[src/rtl/asa_params.svh]
// Register offsets, field positions, reset values for the alarm aggregator
`ifndef ASA_PARAMS_SVH
`define ASA_PARAMS_SVH
`define ASA_OFS_SUMMARY 10'h2c0
`define ASA_OFS_FLAGS 10'h2c1
`define ASA_OFS_DISABLE 10'h2c2
`define ASA_OFS_LANES 10'h2c4
`define ASA_BIT_FIFO 5
`define ASA_BIT_SPLL 4
`define ASA_BIT_LINK 3
`define ASA_BIT_REALIGN 2
`define ASA_BIT_RSVD1 1
`define ASA_BIT_CLK 0
`define ASA_FLAGS_RST 8'h3f
`define ASA_DISABLE_RST 8'h3f
`define ASA_LANES_RST 8'hff
`define ASA_ALARM_MASK 8'h3d
`define ASA_SEL_ALARM 2'h1
`endif

[src/rtl/asa_pkg.sv]
// Types shared by the alarm aggregator modules
package asa_pkg;
   typedef enum logic {ASA_ENC_8B10B, ASA_ENC_64B66B} asa_enc_t;
   typedef logic [7:0] asa_byte_t;
endpackage

[src/rtl/asa_evt_if.sv]
// Alarm event signals passed from the condition detector to the register file
`timescale 1ns/10ps
`default_nettype none
interface asa_evt_if;
   logic [7:0] set_flags;
   logic [7:0] set_lanes;
   modport src (output set_flags, output set_lanes);
   modport dst (input set_flags, input set_lanes);
endinterface
`default_nettype wire

[src/rtl/asa_detect.sv]
// Turns synchronised alarm conditions into per-cycle set requests
`timescale 1ns/10ps
`default_nettype none
`include "asa_params.svh"
module asa_detect
   import asa_pkg::*;
(
   // Clock and reset
   input wire logic clk,
   input wire logic sys_rst,
   // Synchronised conditions
   input wire logic link_en,
   input wire asa_enc_t enc_mode,
   input wire logic link_in_data,
   input wire logic realign_evt,
   input wire logic pll_locked,
   input wire logic sysref_realign,
   input wire logic div_mismatch,
   input wire logic [7:0] lane_fault,
   // Set requests
   asa_evt_if.src evt
);
   logic link_en_r, link_en_nxt;

   // Previous link enable, for the start-up edge
   always_comb begin
      link_en_nxt = link_en;
   end
   always_ff @(posedge clk or posedge sys_rst) begin
      if (sys_rst) begin
         link_en_r <= 1'b0;
      end else begin
         link_en_r <= link_en_nxt;
      end
   end

   // Conditions that set each flag
   always_comb begin
      evt.set_flags = 8'h00;
      evt.set_lanes = lane_fault;
      evt.set_flags[`ASA_BIT_FIFO] = |lane_fault;
      evt.set_flags[`ASA_BIT_SPLL] = ~pll_locked;
      if (enc_mode == ASA_ENC_8B10B) begin
         evt.set_flags[`ASA_BIT_LINK] = link_en & ~link_in_data;
      end else begin
         evt.set_flags[`ASA_BIT_LINK] = link_en & (~link_en_r | realign_evt);
      end
      evt.set_flags[`ASA_BIT_REALIGN] = sysref_realign;
      evt.set_flags[`ASA_BIT_CLK] = div_mismatch;
   end
endmodule
`default_nettype wire

[src/rtl/asa_alarm_top.sv]
// Alarm status aggregator: sticky flags, disable mask, summary and pin output
`timescale 1ns/10ps
`default_nettype none
`include "asa_params.svh"
// How it works
// - Summary bit 0 reads one when any flag other than reserved bit 1 is set and not disabled.
// - Each alarm has its own disable bit keeping it out of the summary.
// - Selector can route the summary onto the status output pin.
// - Flag bit 5 sets on any active lane FIFO overflow or underflow.
// - Per-lane register records which lanes caused the FIFO alarm.
// - Flag bit 4 sets while the serializer PLL is unlocked.
// - 8B/10B: flag bit 3 sets when link enabled but not transmitting data.
// - 64B/66B: flag bit 3 sets at link start and on each realignment.
// - Flag bit 2 sets when a realign event realigns internal clocks.
// - Flag bit 0 sets when AB and CD clock dividers disagree.
// - Writing one to a flag bit clears it.
// - Reset sets the flags register to 0x3f.
// - With link disabled, all but the clock flag are undefined; clear after enabling.
// - Summary register is read-only, bits 7:1 read zero.
// - Disable bits share flag positions and reset to one.
// - Lane bit i sets on lane i fault; write one clears; flag 5 clear clears all.
module asa_alarm_top
   import asa_pkg::*;
(
   // Clock and reset
   input wire logic clk,
   input wire logic sys_rst,
   // Register port
   input wire logic reg_wr,
   input wire logic reg_rd,
   input wire logic [9:0] reg_addr,
   input wire logic [7:0] reg_wdata,
   output logic [7:0] reg_rdata,
   // Link state from the serial link, same clock
   input wire logic serial_link_enable,
   input wire asa_enc_t enc_mode,
   input wire logic data_transmission_state,
   input wire logic link_realign_evt,
   input wire logic sysref_realign,
   input wire logic [7:0] lane_fault,
   // Conditions from other domains
   input wire logic pll_locked,
   input wire logic div_mismatch,
   // Status pin
   input wire logic [1:0] status_pin_sel,
   input wire logic status_pin_other,
   output logic status_output_pin
);
   asa_evt_if evt ();
   asa_byte_t flags_r, flags_nxt, dis_r, dis_nxt, lanes_r, lanes_nxt, rdata_r, rdata_nxt;
   logic [1:0] pll_sync_r, pll_sync_nxt, div_sync_r, div_sync_nxt;
   logic summary;
   logic wr_flags, wr_dis, wr_lanes;

   // Two-stage synchronisers for the PLL lock and divider compare
   // They reset to unlocked, so the unlock flag holds until the chain fills
   always_comb begin
      pll_sync_nxt = {pll_sync_r[0], pll_locked};
      div_sync_nxt = {div_sync_r[0], div_mismatch};
   end
   always_ff @(posedge clk or posedge sys_rst) begin
      if (sys_rst) begin
         pll_sync_r <= 2'h0;
         div_sync_r <= 2'h0;
      end else begin
         pll_sync_r <= pll_sync_nxt;
         div_sync_r <= div_sync_nxt;
      end
   end

   asa_detect u_detect (
      .clk(clk),
      .sys_rst(sys_rst),
      .link_en(serial_link_enable),
      .enc_mode(enc_mode),
      .link_in_data(data_transmission_state),
      .realign_evt(link_realign_evt),
      .pll_locked(pll_sync_r[1]),
      .sysref_realign(sysref_realign),
      .div_mismatch(div_sync_r[1]),
      .lane_fault(lane_fault),
      .evt(evt)
   );

   assign wr_flags = reg_wr && (reg_addr == `ASA_OFS_FLAGS);
   assign wr_dis = reg_wr && (reg_addr == `ASA_OFS_DISABLE);
   assign wr_lanes = reg_wr && (reg_addr == `ASA_OFS_LANES);

   // Sets are merged last so that a lasting condition survives its own clear
   // Condition sets never reach bits 7:6 or the reserved bit 1; only reset loads bit 1 to one
   // Sticky flags: write-one clears, a set in the same cycle wins
   always_comb begin
      flags_nxt = flags_r;
      lanes_nxt = lanes_r;
      dis_nxt = dis_r;
      if (wr_flags) begin
         flags_nxt = flags_r & ~reg_wdata;
         if (reg_wdata[`ASA_BIT_FIFO]) begin
            lanes_nxt = 8'h00;
         end
      end
      if (wr_lanes) begin
         lanes_nxt = lanes_r & ~reg_wdata;
      end
      if (wr_dis) begin
         dis_nxt = reg_wdata;
      end
      flags_nxt = flags_nxt | (evt.set_flags & `ASA_ALARM_MASK);
      lanes_nxt = lanes_nxt | evt.set_lanes;
   end
   always_ff @(posedge clk or posedge sys_rst) begin
      if (sys_rst) begin
         flags_r <= `ASA_FLAGS_RST;
         dis_r <= `ASA_DISABLE_RST;
         lanes_r <= `ASA_LANES_RST;
      end else begin
         flags_r <= flags_nxt;
         dis_r <= dis_nxt;
         lanes_r <= lanes_nxt;
      end
   end

   // Summary of unmasked alarms
   assign summary = |(flags_r & ~dis_r & `ASA_ALARM_MASK);

   // Unmapped addresses read zero; the last read value holds between reads
   // Read data register; summary register is read-only
   always_comb begin
      rdata_nxt = rdata_r;
      if (reg_rd) begin
         unique case (reg_addr)
            `ASA_OFS_SUMMARY: rdata_nxt = {7'h00, summary};
            `ASA_OFS_FLAGS: rdata_nxt = flags_r;
            `ASA_OFS_DISABLE: rdata_nxt = dis_r;
            `ASA_OFS_LANES: rdata_nxt = lanes_r;
            default: rdata_nxt = 8'h00;
         endcase
      end
   end
   always_ff @(posedge clk or posedge sys_rst) begin
      if (sys_rst) begin
         rdata_r <= 8'h00;
      end else begin
         rdata_r <= rdata_nxt;
      end
   end
   assign reg_rdata = rdata_r;

   // Registering costs one cycle of delay but keeps the pin free of glitches
   // Status pin mux, registered
   logic pin_r, pin_nxt;
   always_comb begin
      pin_nxt = (status_pin_sel == `ASA_SEL_ALARM) ? summary : status_pin_other;
   end
   always_ff @(posedge clk or posedge sys_rst) begin
      if (sys_rst) begin
         pin_r <= 1'b0;
      end else begin
         pin_r <= pin_nxt;
      end
   end
   assign status_output_pin = pin_r;

   // Checks on the register port
   summary_read_a: assert property (@(posedge clk) disable iff (sys_rst)
      (reg_rd && reg_addr == `ASA_OFS_SUMMARY) |=> reg_rdata == {7'h00, $past(summary)})
      else $error("summary read wrong");
   dis_write_a: assert property (@(posedge clk) disable iff (sys_rst)
      wr_dis |=> dis_r == $past(reg_wdata))
      else $error("disable write lost");

   // Checks on the summary and the pin
   summary_mask_a: assert property (@(posedge clk) disable iff (sys_rst)
      summary == ((flags_r[`ASA_BIT_FIFO] & ~dis_r[`ASA_BIT_FIFO]) | (flags_r[`ASA_BIT_SPLL] & ~dis_r[`ASA_BIT_SPLL])
         | (flags_r[`ASA_BIT_LINK] & ~dis_r[`ASA_BIT_LINK]) | (flags_r[`ASA_BIT_REALIGN] & ~dis_r[`ASA_BIT_REALIGN])
         | (flags_r[`ASA_BIT_CLK] & ~dis_r[`ASA_BIT_CLK]))) else $error("summary mismatch");
   summary_off_a: assert property (@(posedge clk) disable iff (sys_rst)
      (dis_r == `ASA_DISABLE_RST) |-> !summary)
      else $error("disabled alarm reached summary");
   pin_route_a: assert property (@(posedge clk) disable iff (sys_rst)
      (status_pin_sel == `ASA_SEL_ALARM) |=> status_output_pin == $past(summary))
      else $error("pin not routed");
   pin_other_a: assert property (@(posedge clk) disable iff (sys_rst)
      (status_pin_sel != `ASA_SEL_ALARM) |=> status_output_pin == $past(status_pin_other))
      else $error("pin other source lost");

   // Checks on each alarm source setting its flag
   fifo_set_a: assert property (@(posedge clk) disable iff (sys_rst)
      (|lane_fault) |=> flags_r[`ASA_BIT_FIFO] && ((lanes_r & $past(lane_fault)) == $past(lane_fault)))
      else $error("fifo flag missed");
   pll_set_a: assert property (@(posedge clk) disable iff (sys_rst)
      (!pll_sync_r[1]) |=> flags_r[`ASA_BIT_SPLL])
      else $error("pll flag missed");
   link_8b_a: assert property (@(posedge clk) disable iff (sys_rst)
      (enc_mode == ASA_ENC_8B10B && serial_link_enable && !data_transmission_state)
      |=> flags_r[`ASA_BIT_LINK])
      else $error("link flag missed");
   link_64b_a: assert property (@(posedge clk) disable iff (sys_rst)
      (enc_mode == ASA_ENC_64B66B && serial_link_enable && (link_realign_evt || $rose(serial_link_enable)))
      |=> flags_r[`ASA_BIT_LINK])
      else $error("link start flag missed");
   realign_set_a: assert property (@(posedge clk) disable iff (sys_rst)
      sysref_realign |=> flags_r[`ASA_BIT_REALIGN])
      else $error("realign flag missed");
   clk_set_a: assert property (@(posedge clk) disable iff (sys_rst)
      div_sync_r[1] |=> flags_r[`ASA_BIT_CLK])
      else $error("clock flag missed");

   // Checks on write-one clearing
   w1c_clear_a: assert property (@(posedge clk) disable iff (sys_rst)
      (wr_flags && reg_wdata[`ASA_BIT_REALIGN] && !sysref_realign) |=> !flags_r[`ASA_BIT_REALIGN])
      else $error("clear failed");
   zero_write_a: assert property (@(posedge clk) disable iff (sys_rst)
      (wr_flags && reg_wdata == 8'h00) |=> (flags_r & $past(flags_r)) == $past(flags_r))
      else $error("zero write cleared");
   lane_clear_a: assert property (@(posedge clk) disable iff (sys_rst)
      (wr_flags && reg_wdata[`ASA_BIT_FIFO] && lane_fault == 8'h00) |=> lanes_r == 8'h00)
      else $error("lanes not cleared");
   lane_w1c_a: assert property (@(posedge clk) disable iff (sys_rst)
      (wr_lanes && lane_fault == 8'h00) |=> (lanes_r & $past(reg_wdata)) == 8'h00)
      else $error("lane clear failed");
endmodule
`default_nettype wire

[config.mk]
export PLATFORM = sky130hd
export DESIGN_NAME = asa_alarm_top
export DESIGN_NICKNAME = d
export VERILOG_FILES = /design/src/rtl/asa_pkg.sv /design/src/rtl/asa_evt_if.sv /design/src/rtl/asa_detect.sv /design/src/rtl/asa_alarm_top.sv
export VERILOG_INCLUDE_DIRS = /design/src /design/src/rtl
export SDC_FILE = /design/constraint.sdc
export NUM_CORES = 1
export LEC_CHECK = 0
export ABC_CLOCK_PERIOD_IN_PS = 1800
export BUFFER_PORTS_ARGS = -buffer_cell sky130_fd_sc_hd__buf_4
export CORE_MARGIN = 2
export CORE_UTILIZATION = 42
export DETAILED_ROUTE_END_ITERATION = 6
export PLACE_DENSITY = 0.79
export SLEW_MARGIN = 5
export SYNTH_ARGS = -nofsm -noshare
export SYNTH_HDL_FRONTEND = slang
export SYNTH_SLANG_ARGS = --single-unit
[constraint.sdc]
create_clock -name clk -period 1.8 [get_ports clk]
set_input_delay 0.09 -clock clk [delete_from_list [all_inputs] [get_ports clk]]
set_output_delay 0.09 -clock clk [all_outputs]
set_load 0.02 [all_outputs]
==> flow_summary.ini, run 1 <==
[logic_synthesis]
ys_ff_latch = 38
netlist_area_um2 = 1740
synth-async-reset-ratio_pct = 100
synth_seq_area_share_pct = 56.0
ys_warn_count = 0
syn_inst = 152
synth_edf_count = 0
synth.avg_cell_area_um2 = 11.5
postSynthNetCount = 192
yosys.cell_types.count = 34
ys.flop_type = dfstp_2

[cells_and_area]
diodes = 0
fill_cells = 330
multi_input_area_um2 = 707
syn2layout_area_growth_pct = 35.7
drive_gt1_share_pct = 42.3
nNetsFinal = 254
seqCellArea_um2 = 976
layoutNonFillerInstCount = 265
fin_util_pct = 59.1

[clock_network]
insertion_delay_ps = 290
post_cts_resized = 0
cts_buffer_depth = 2
cts_tree = built
numCtsBuffers = 5
cts.sinks = 38
cts.reportedPaths.clkPinSlew_ps = 70
post_cts_buffers = 0
cts_max_level = 2
clock-root-buffer = clkbuf_8
holdBufCountCts = 13

[detailed_routing]
first_pass_iters = 4
antenna_left = 0
avgRoutedWirePerCell_um = 16.0
drc = 0
first_iter_violations = 72
vias = 1415
viasPerCell = 5.34
wl_mm = 4.24

[global_route]
grt_pass1_vias = 1394
grt_pass1_wl_mm = 6.64
grt_start_max_net_pins = 39
overflow = 0
antenna_found_initial = 0
grtUsageTotal_pct = 20.0

[power]
p_per_area_nw_per_um2 = 695
p_leak_nw = 1.01
irDropWorstVdd_mv = 0.520

[placed_design]
placedCellCount = 244
dp_hpwl_mm = 2.94
io_buffer_count = 48
place_congestion = 0.795

[setup_path]
crit_fanout = 3
worst_path_largest_cell_delay_ps = 550
crit_buf_inv = 1
slowest_stage = dfstp_2
r2r_cells = 4
critPathKind = reg2reg
worst_setup_path_end_kind = flip-flop
cp.required_ps = 1970
path_depth = 4
cp.arrival_ps = 1530
path_delay_family = compound AO/OA/AOI/OAI gates
crit_chain = inv_1, a222oi_1, a211o_1, o221ai_1
crit_path_start_kind = flip-flop

[floorplan]
die_h_um = 68.4
core.rowCount = 23
ios = 49
core-area_um2 = 4000
die_area_um2 = 4680
dieWidth_um = 68.4
initial_utilization_pct = 43.6

[timing]
period_minus_slack_ps = 1370
final_hold_viol_count = 0
setup_violations = 0
fin_tns_setup_ps = 0
fmax_ghz = 0.732
fin_worst_skew_ps = 2.64
slew_headroom_pct = 55.8
rsz0062_at_grt = false
worstMarginPinSlew_ps = 662
finalMaxSlewViolations = 0
period_share_pct = 75.9

[min_path]
min_path_cells = 2
min_path_type = in2reg

[run]
drv_cap = 0

[run_status]
outcome = completed
-- logic make-up after synthesis --
logic type	share of synthesized area (%)
compound gates	19.2
simple gates	16.2
mux	5.17
flops	56.0
buf+inv	3.45
-- routing by layer --
metal	global-route usage [%]	vias to the layer above	wire length (um)
li1	-	679	-
met1	26.1	680	1830
met2	32.0	51	2040
met3	5.43	5	297
met4	7.00	0	75
met5	0	-	0
-- synthesized netlist by cell type (all sizes together) (5+ instances only) --
cell / instances / area (um2)
a31o: 8 / 70.1
dfstp: 20 / 526
mux2: 8 / 90.1
clkbuf: 5 / 20.0
nand2: 13 / 56.3
dfrtp: 18 / 450
nor2b: 11 / 68.8
a22oi: 8 / 60.1
inv: 8 / 30.0
o21ai: 10 / 50.0
a21oi: 9 / 45.0
-- final cells by class --
class	count	area share [%]
Clock buffer	7	3.65
Clock inverter	1	0.212
Inverter	8	1.27
Multi-Input combinational cell	99	29.9
Sequential cell	38	41.3
Tap cell	50	2.65
Timing Repair Buffer	62	21.1
-- cells in the final DEF, fill, tap and decap left out, types with 2 or more instances in the layout --
master          n
buf_4          49
dfstp_2        20
dfrtp_1        18
dlygate4sd3_1  13
nand2_1        12
nor2b_1        11
a21oi_1         9
a22oi_1         8
mux2_2          8
a31o_1          8
inv_1           8
o21ai_0         7
clkbuf_8        6
a21boi_0        4
nor3b_2         3
and4_1          3
o21ai_1         3
a21o_1          3
a211o_1         2
a31oi_1         2
nor4_1          2
nand3b_1        2
-- registers in the layout, indices dropped and copies added (netlist names) --
| signal | count |
|---|---|
| lanes_r | 8 |
| reg_rdata | 8 |
| dis_r | 8 |
| pll_sync_r | 2 |
| flags_r | 8 |
| u_detect.link_en_r | 1 |
| status_output_pin | 1 |
| div_sync_r | 2 |
-- worst register-to-register path: cells and delay by family, from the launching register on --
family | cells | cell delay, ps
AO/OA/AOI/OAI | 3 | 650
buffers and inverters | 1 | 40
flip-flops | 1 | 550
-- power breakdown --
part,switching (mW),internal [mW]
Combinational,0.0777,0.0966
Clock,0.289,0.309
Sequential,0.00376,0.868
-- metrics by stage --
step	hold slack (ps)	cell area, um2	total power, mW	setup slack (ps)
floorplan	121	1740	0.942	520
global placement	199	2140	1.03	354
detailed placement	202	2140	1.04	311
CTS	2.32	2360	1.65	430
global route	3.49	2360	1.71	340
finish	5.05	2360	1.64	434
-- worst paths after layout --
path | startpoint | endpoint | slack (ps)
worst max-delay path | dis_r[3]$_DFFE_PP1P_ | reg_rdata[0]$_DFFE_PP0P_ | 430
worst min-delay path | lane_fault[1] | lanes_r[1]$_DFF_PP1_ | 5
worst max register to register | dis_r[3]$_DFFE_PP1P_ | reg_rdata[0]$_DFFE_PP0P_ | 430
worst min register to register | pll_sync_r[0]$_DFF_PP0_ | pll_sync_r[1]$_DFF_PP0_ | 350
max in group asynchronous | sys_rst | flags_r[1]$_DFFE_PP1N_ | 980
min in group asynchronous | sys_rst | pll_sync_r[0]$_DFF_PP0_ | 470
No activity file was read; power rests on OpenSTA's default activity.
==> inputs of run 2 (changes only) <==
--- a/config.mk
+++ b/config.mk
@@ -6,12 +6,12 @@
 export SDC_FILE = /design/constraint.sdc
 export NUM_CORES = 1
 export LEC_CHECK = 0
-export ABC_CLOCK_PERIOD_IN_PS = 1800
+export ABC_CLOCK_PERIOD_IN_PS = 1200
 export BUFFER_PORTS_ARGS = -buffer_cell sky130_fd_sc_hd__buf_4
 export CORE_MARGIN = 2
 export CORE_UTILIZATION = 42
 export DETAILED_ROUTE_END_ITERATION = 6
-export PLACE_DENSITY = 0.79
+export PLACE_DENSITY = 0.81
 export SLEW_MARGIN = 5
 export SYNTH_ARGS = -nofsm -noshare
 export SYNTH_HDL_FRONTEND = slang
==> constraint.sdc (replaced) <==
create_clock -name clk -period 1.2 [get_ports clk]
set_input_delay 0.06 -clock clk [delete_from_list [all_inputs] [get_ports clk]]
set_output_delay 0.06 -clock clk [all_outputs]
set_load 0.02 [all_outputs]
==> flow_summary.ini, run 2 (synthesis gave the netlist of run 1 again) <==
[power]
p_per_area_nw_per_um2 = 983
pwr-share-seq_pct = 52.5
clockPowerShare_pct = 35.9
switching_power_mw = 0.557
swShare_pct = 22.4
irDropWorstVdd_mv = 0.876
internal_power_mw = 1.93
p_leak_nw = 1.11
p_comb_share_pct = 11.6
finalPower_mw = 2.49

[detailed_routing]
wl_mm = 4.29
antenna_left = 0
viasPerCell = 5.27
vias = 1508
drc = 0
avgRoutedWirePerCell_um = 15.0
first_pass_iters = 4
first_iter_violations = 82

[cells_and_area]
fin_util_pct = 63.3
mostFrequentLayoutCells = buf_4, dfstp_2, dfrtp_1, dlygate4sd3_1, nand2_1
fill_cells = 348
diodes = 0
seqCellArea_um2 = 976
layoutNonFillerInstCount = 286
multi_input_area_um2 = 707
final_cell_area_um2 = 2530
drive_gt1_share_pct = 46.2
final_common_cell = buf_4
syn2layout_area_growth_pct = 45.3
nNetsFinal = 275

[setup_path]
worst_setup_path_end_kind = flip-flop
crit_chain = inv_2, a222oi_1, a211o_1, o221ai_1
critPathKind = reg2reg
worst_path_largest_cell_delay_ps = 540
cp.required_ps = 1360
crit_fanout = 2
cp.arrival_ps = 1540
slowest_stage = dfstp_2
crit_buf_inv = 1
path_delay_family = compound AO/OA/AOI/OAI gates
crit_path_start_kind = flip-flop

[timing]
fin_worst_skew_ps = 6.36
fmax_ghz = 0.729
finalMaxSlewViolations = 0
slew_headroom_pct = 68.2
period_share_pct = 114
period_minus_slack_ps = 1370
fin_tns_setup_ps = -307
rsz0062_at_grt = true
worstMarginPinSlew_ps = 477
final_hold_viol_count = 0
setup_violations = 2
timing.final.ws_setup_ps = -171

[clock_network]
numCtsBuffers = 5
cts_max_level = 2
clock-root-buffer = clkbuf_8
cts_buffer_depth = 2
cts_tree = built
post_cts_buffers = 0
insertion_delay_ps = 290
cts.sinks = 38
cts.reportedPaths.clkPinSlew_ps = 70

[placed_design]
placedCellCount = 261
place_congestion = 0.832
dp_hpwl_mm = 3.04
dpl_cell_area_um2 = 2270
io_buffer_count = 48

[global_route]
grt_start_max_net_pins = 39
antenna_found_initial = 0
grt_pass1_vias = 1453
overflow = 0
grt_pass1_wl_mm = 6.72
grtUsageTotal_pct = 20.0

[floorplan]
die_area_um2 = 4680
dieWidth_um = 68.4
ios = 49
die_h_um = 68.4
core-area_um2 = 4000
initial_utilization_pct = 43.6
core.rowCount = 23

[run_status]
outcome = finished, violations left
violations = negative setup slack

[min_path]
min_path_type = in2reg

[run]
drv_cap = 0
[run 2: cell types whose count changed in the layout (fill, tap and decap cells not counted)]
cell	before	now
inv_2	0	1
buf_4	49	66
inv_1	8	7
dlygate4sd3_1	13	17
[run 2: power groups by stage]
stage / Combinational (mW) / Clock [mW] / Sequential (mW)
2_1_floorplan: 0.0823 / 0 / 1.33
3_3_place_gp: 0.240 / 0 / 1.33
3_5_place_dp: 0.243 / 0 / 1.33
4_1_cts: 0.288 / 0.922 / 1.31
5_1_grt: 0.314 / 0.986 / 1.31
6_report: 0.288 / 0.895 / 1.31
[run 2: routing by layer]
layer,vias to the layer above,global-route usage (%),part of all wire (%)
met4,0,5.25,1.0
met1,735,24.1,42
met2,42,34.9,52
met5,-,0,0
li1,727,-,-
met3,4,5.76,5.2
[run 2: metrics by stage]
stage	worst slack [ps]	hold slack [ps]
after floorplan	-80.3	91.4
after global placement	-121	170
after detailed placement	-164	171
after CTS	-171	18.1
after global routing	-216	11.4
final	-171	27.5
[run 2: worst paths after layout]
kind                                          from  cells after the start  slack (ps)                       end
max                           dis_r[5]$_DFFE_PP1P_                      4        -170  reg_rdata[0]$_DFFE_PP0P_
min                                   reg_wdata[2]                      2          30      dis_r[2]$_DFFE_PP1P_
max reg2reg                   dis_r[5]$_DFFE_PP1P_                      4        -170  reg_rdata[0]$_DFFE_PP0P_
min reg2reg                pll_sync_r[0]$_DFF_PP0_                      0         350   pll_sync_r[1]$_DFF_PP0_
max in group asynchronous                  sys_rst                      4         380      lanes_r[2]$_DFF_PP1_
min in group asynchronous                  sys_rst                      4         450   div_sync_r[1]$_DFF_PP0_
[run 2: what timing repair did]
action,CTS,global route
pin swaps,1,1
endpoints found under the setup margin,2,2
hold buffers,17,0
endpoints found under the hold margin,35,0
gates resized for setup,1,0
[run 2: area by class of cell]
type | count | share of cell area (%)
timing repair buffer | 83 | 26.3
tap | 50 | 2.47
sequential | 38 | 38.5
clock buffer | 7 | 3.41
multi-input combinational | 99 | 27.9
clock inverter | 1 | 0.198
inverter | 8 | 1.19
[run 2: worst register-to-register path: stages, from the launching register on]
cell and delay, ps:
dfstp_2 540, inv_2 30, a222oi_1 400, a211o_1 190, o221ai_1 90
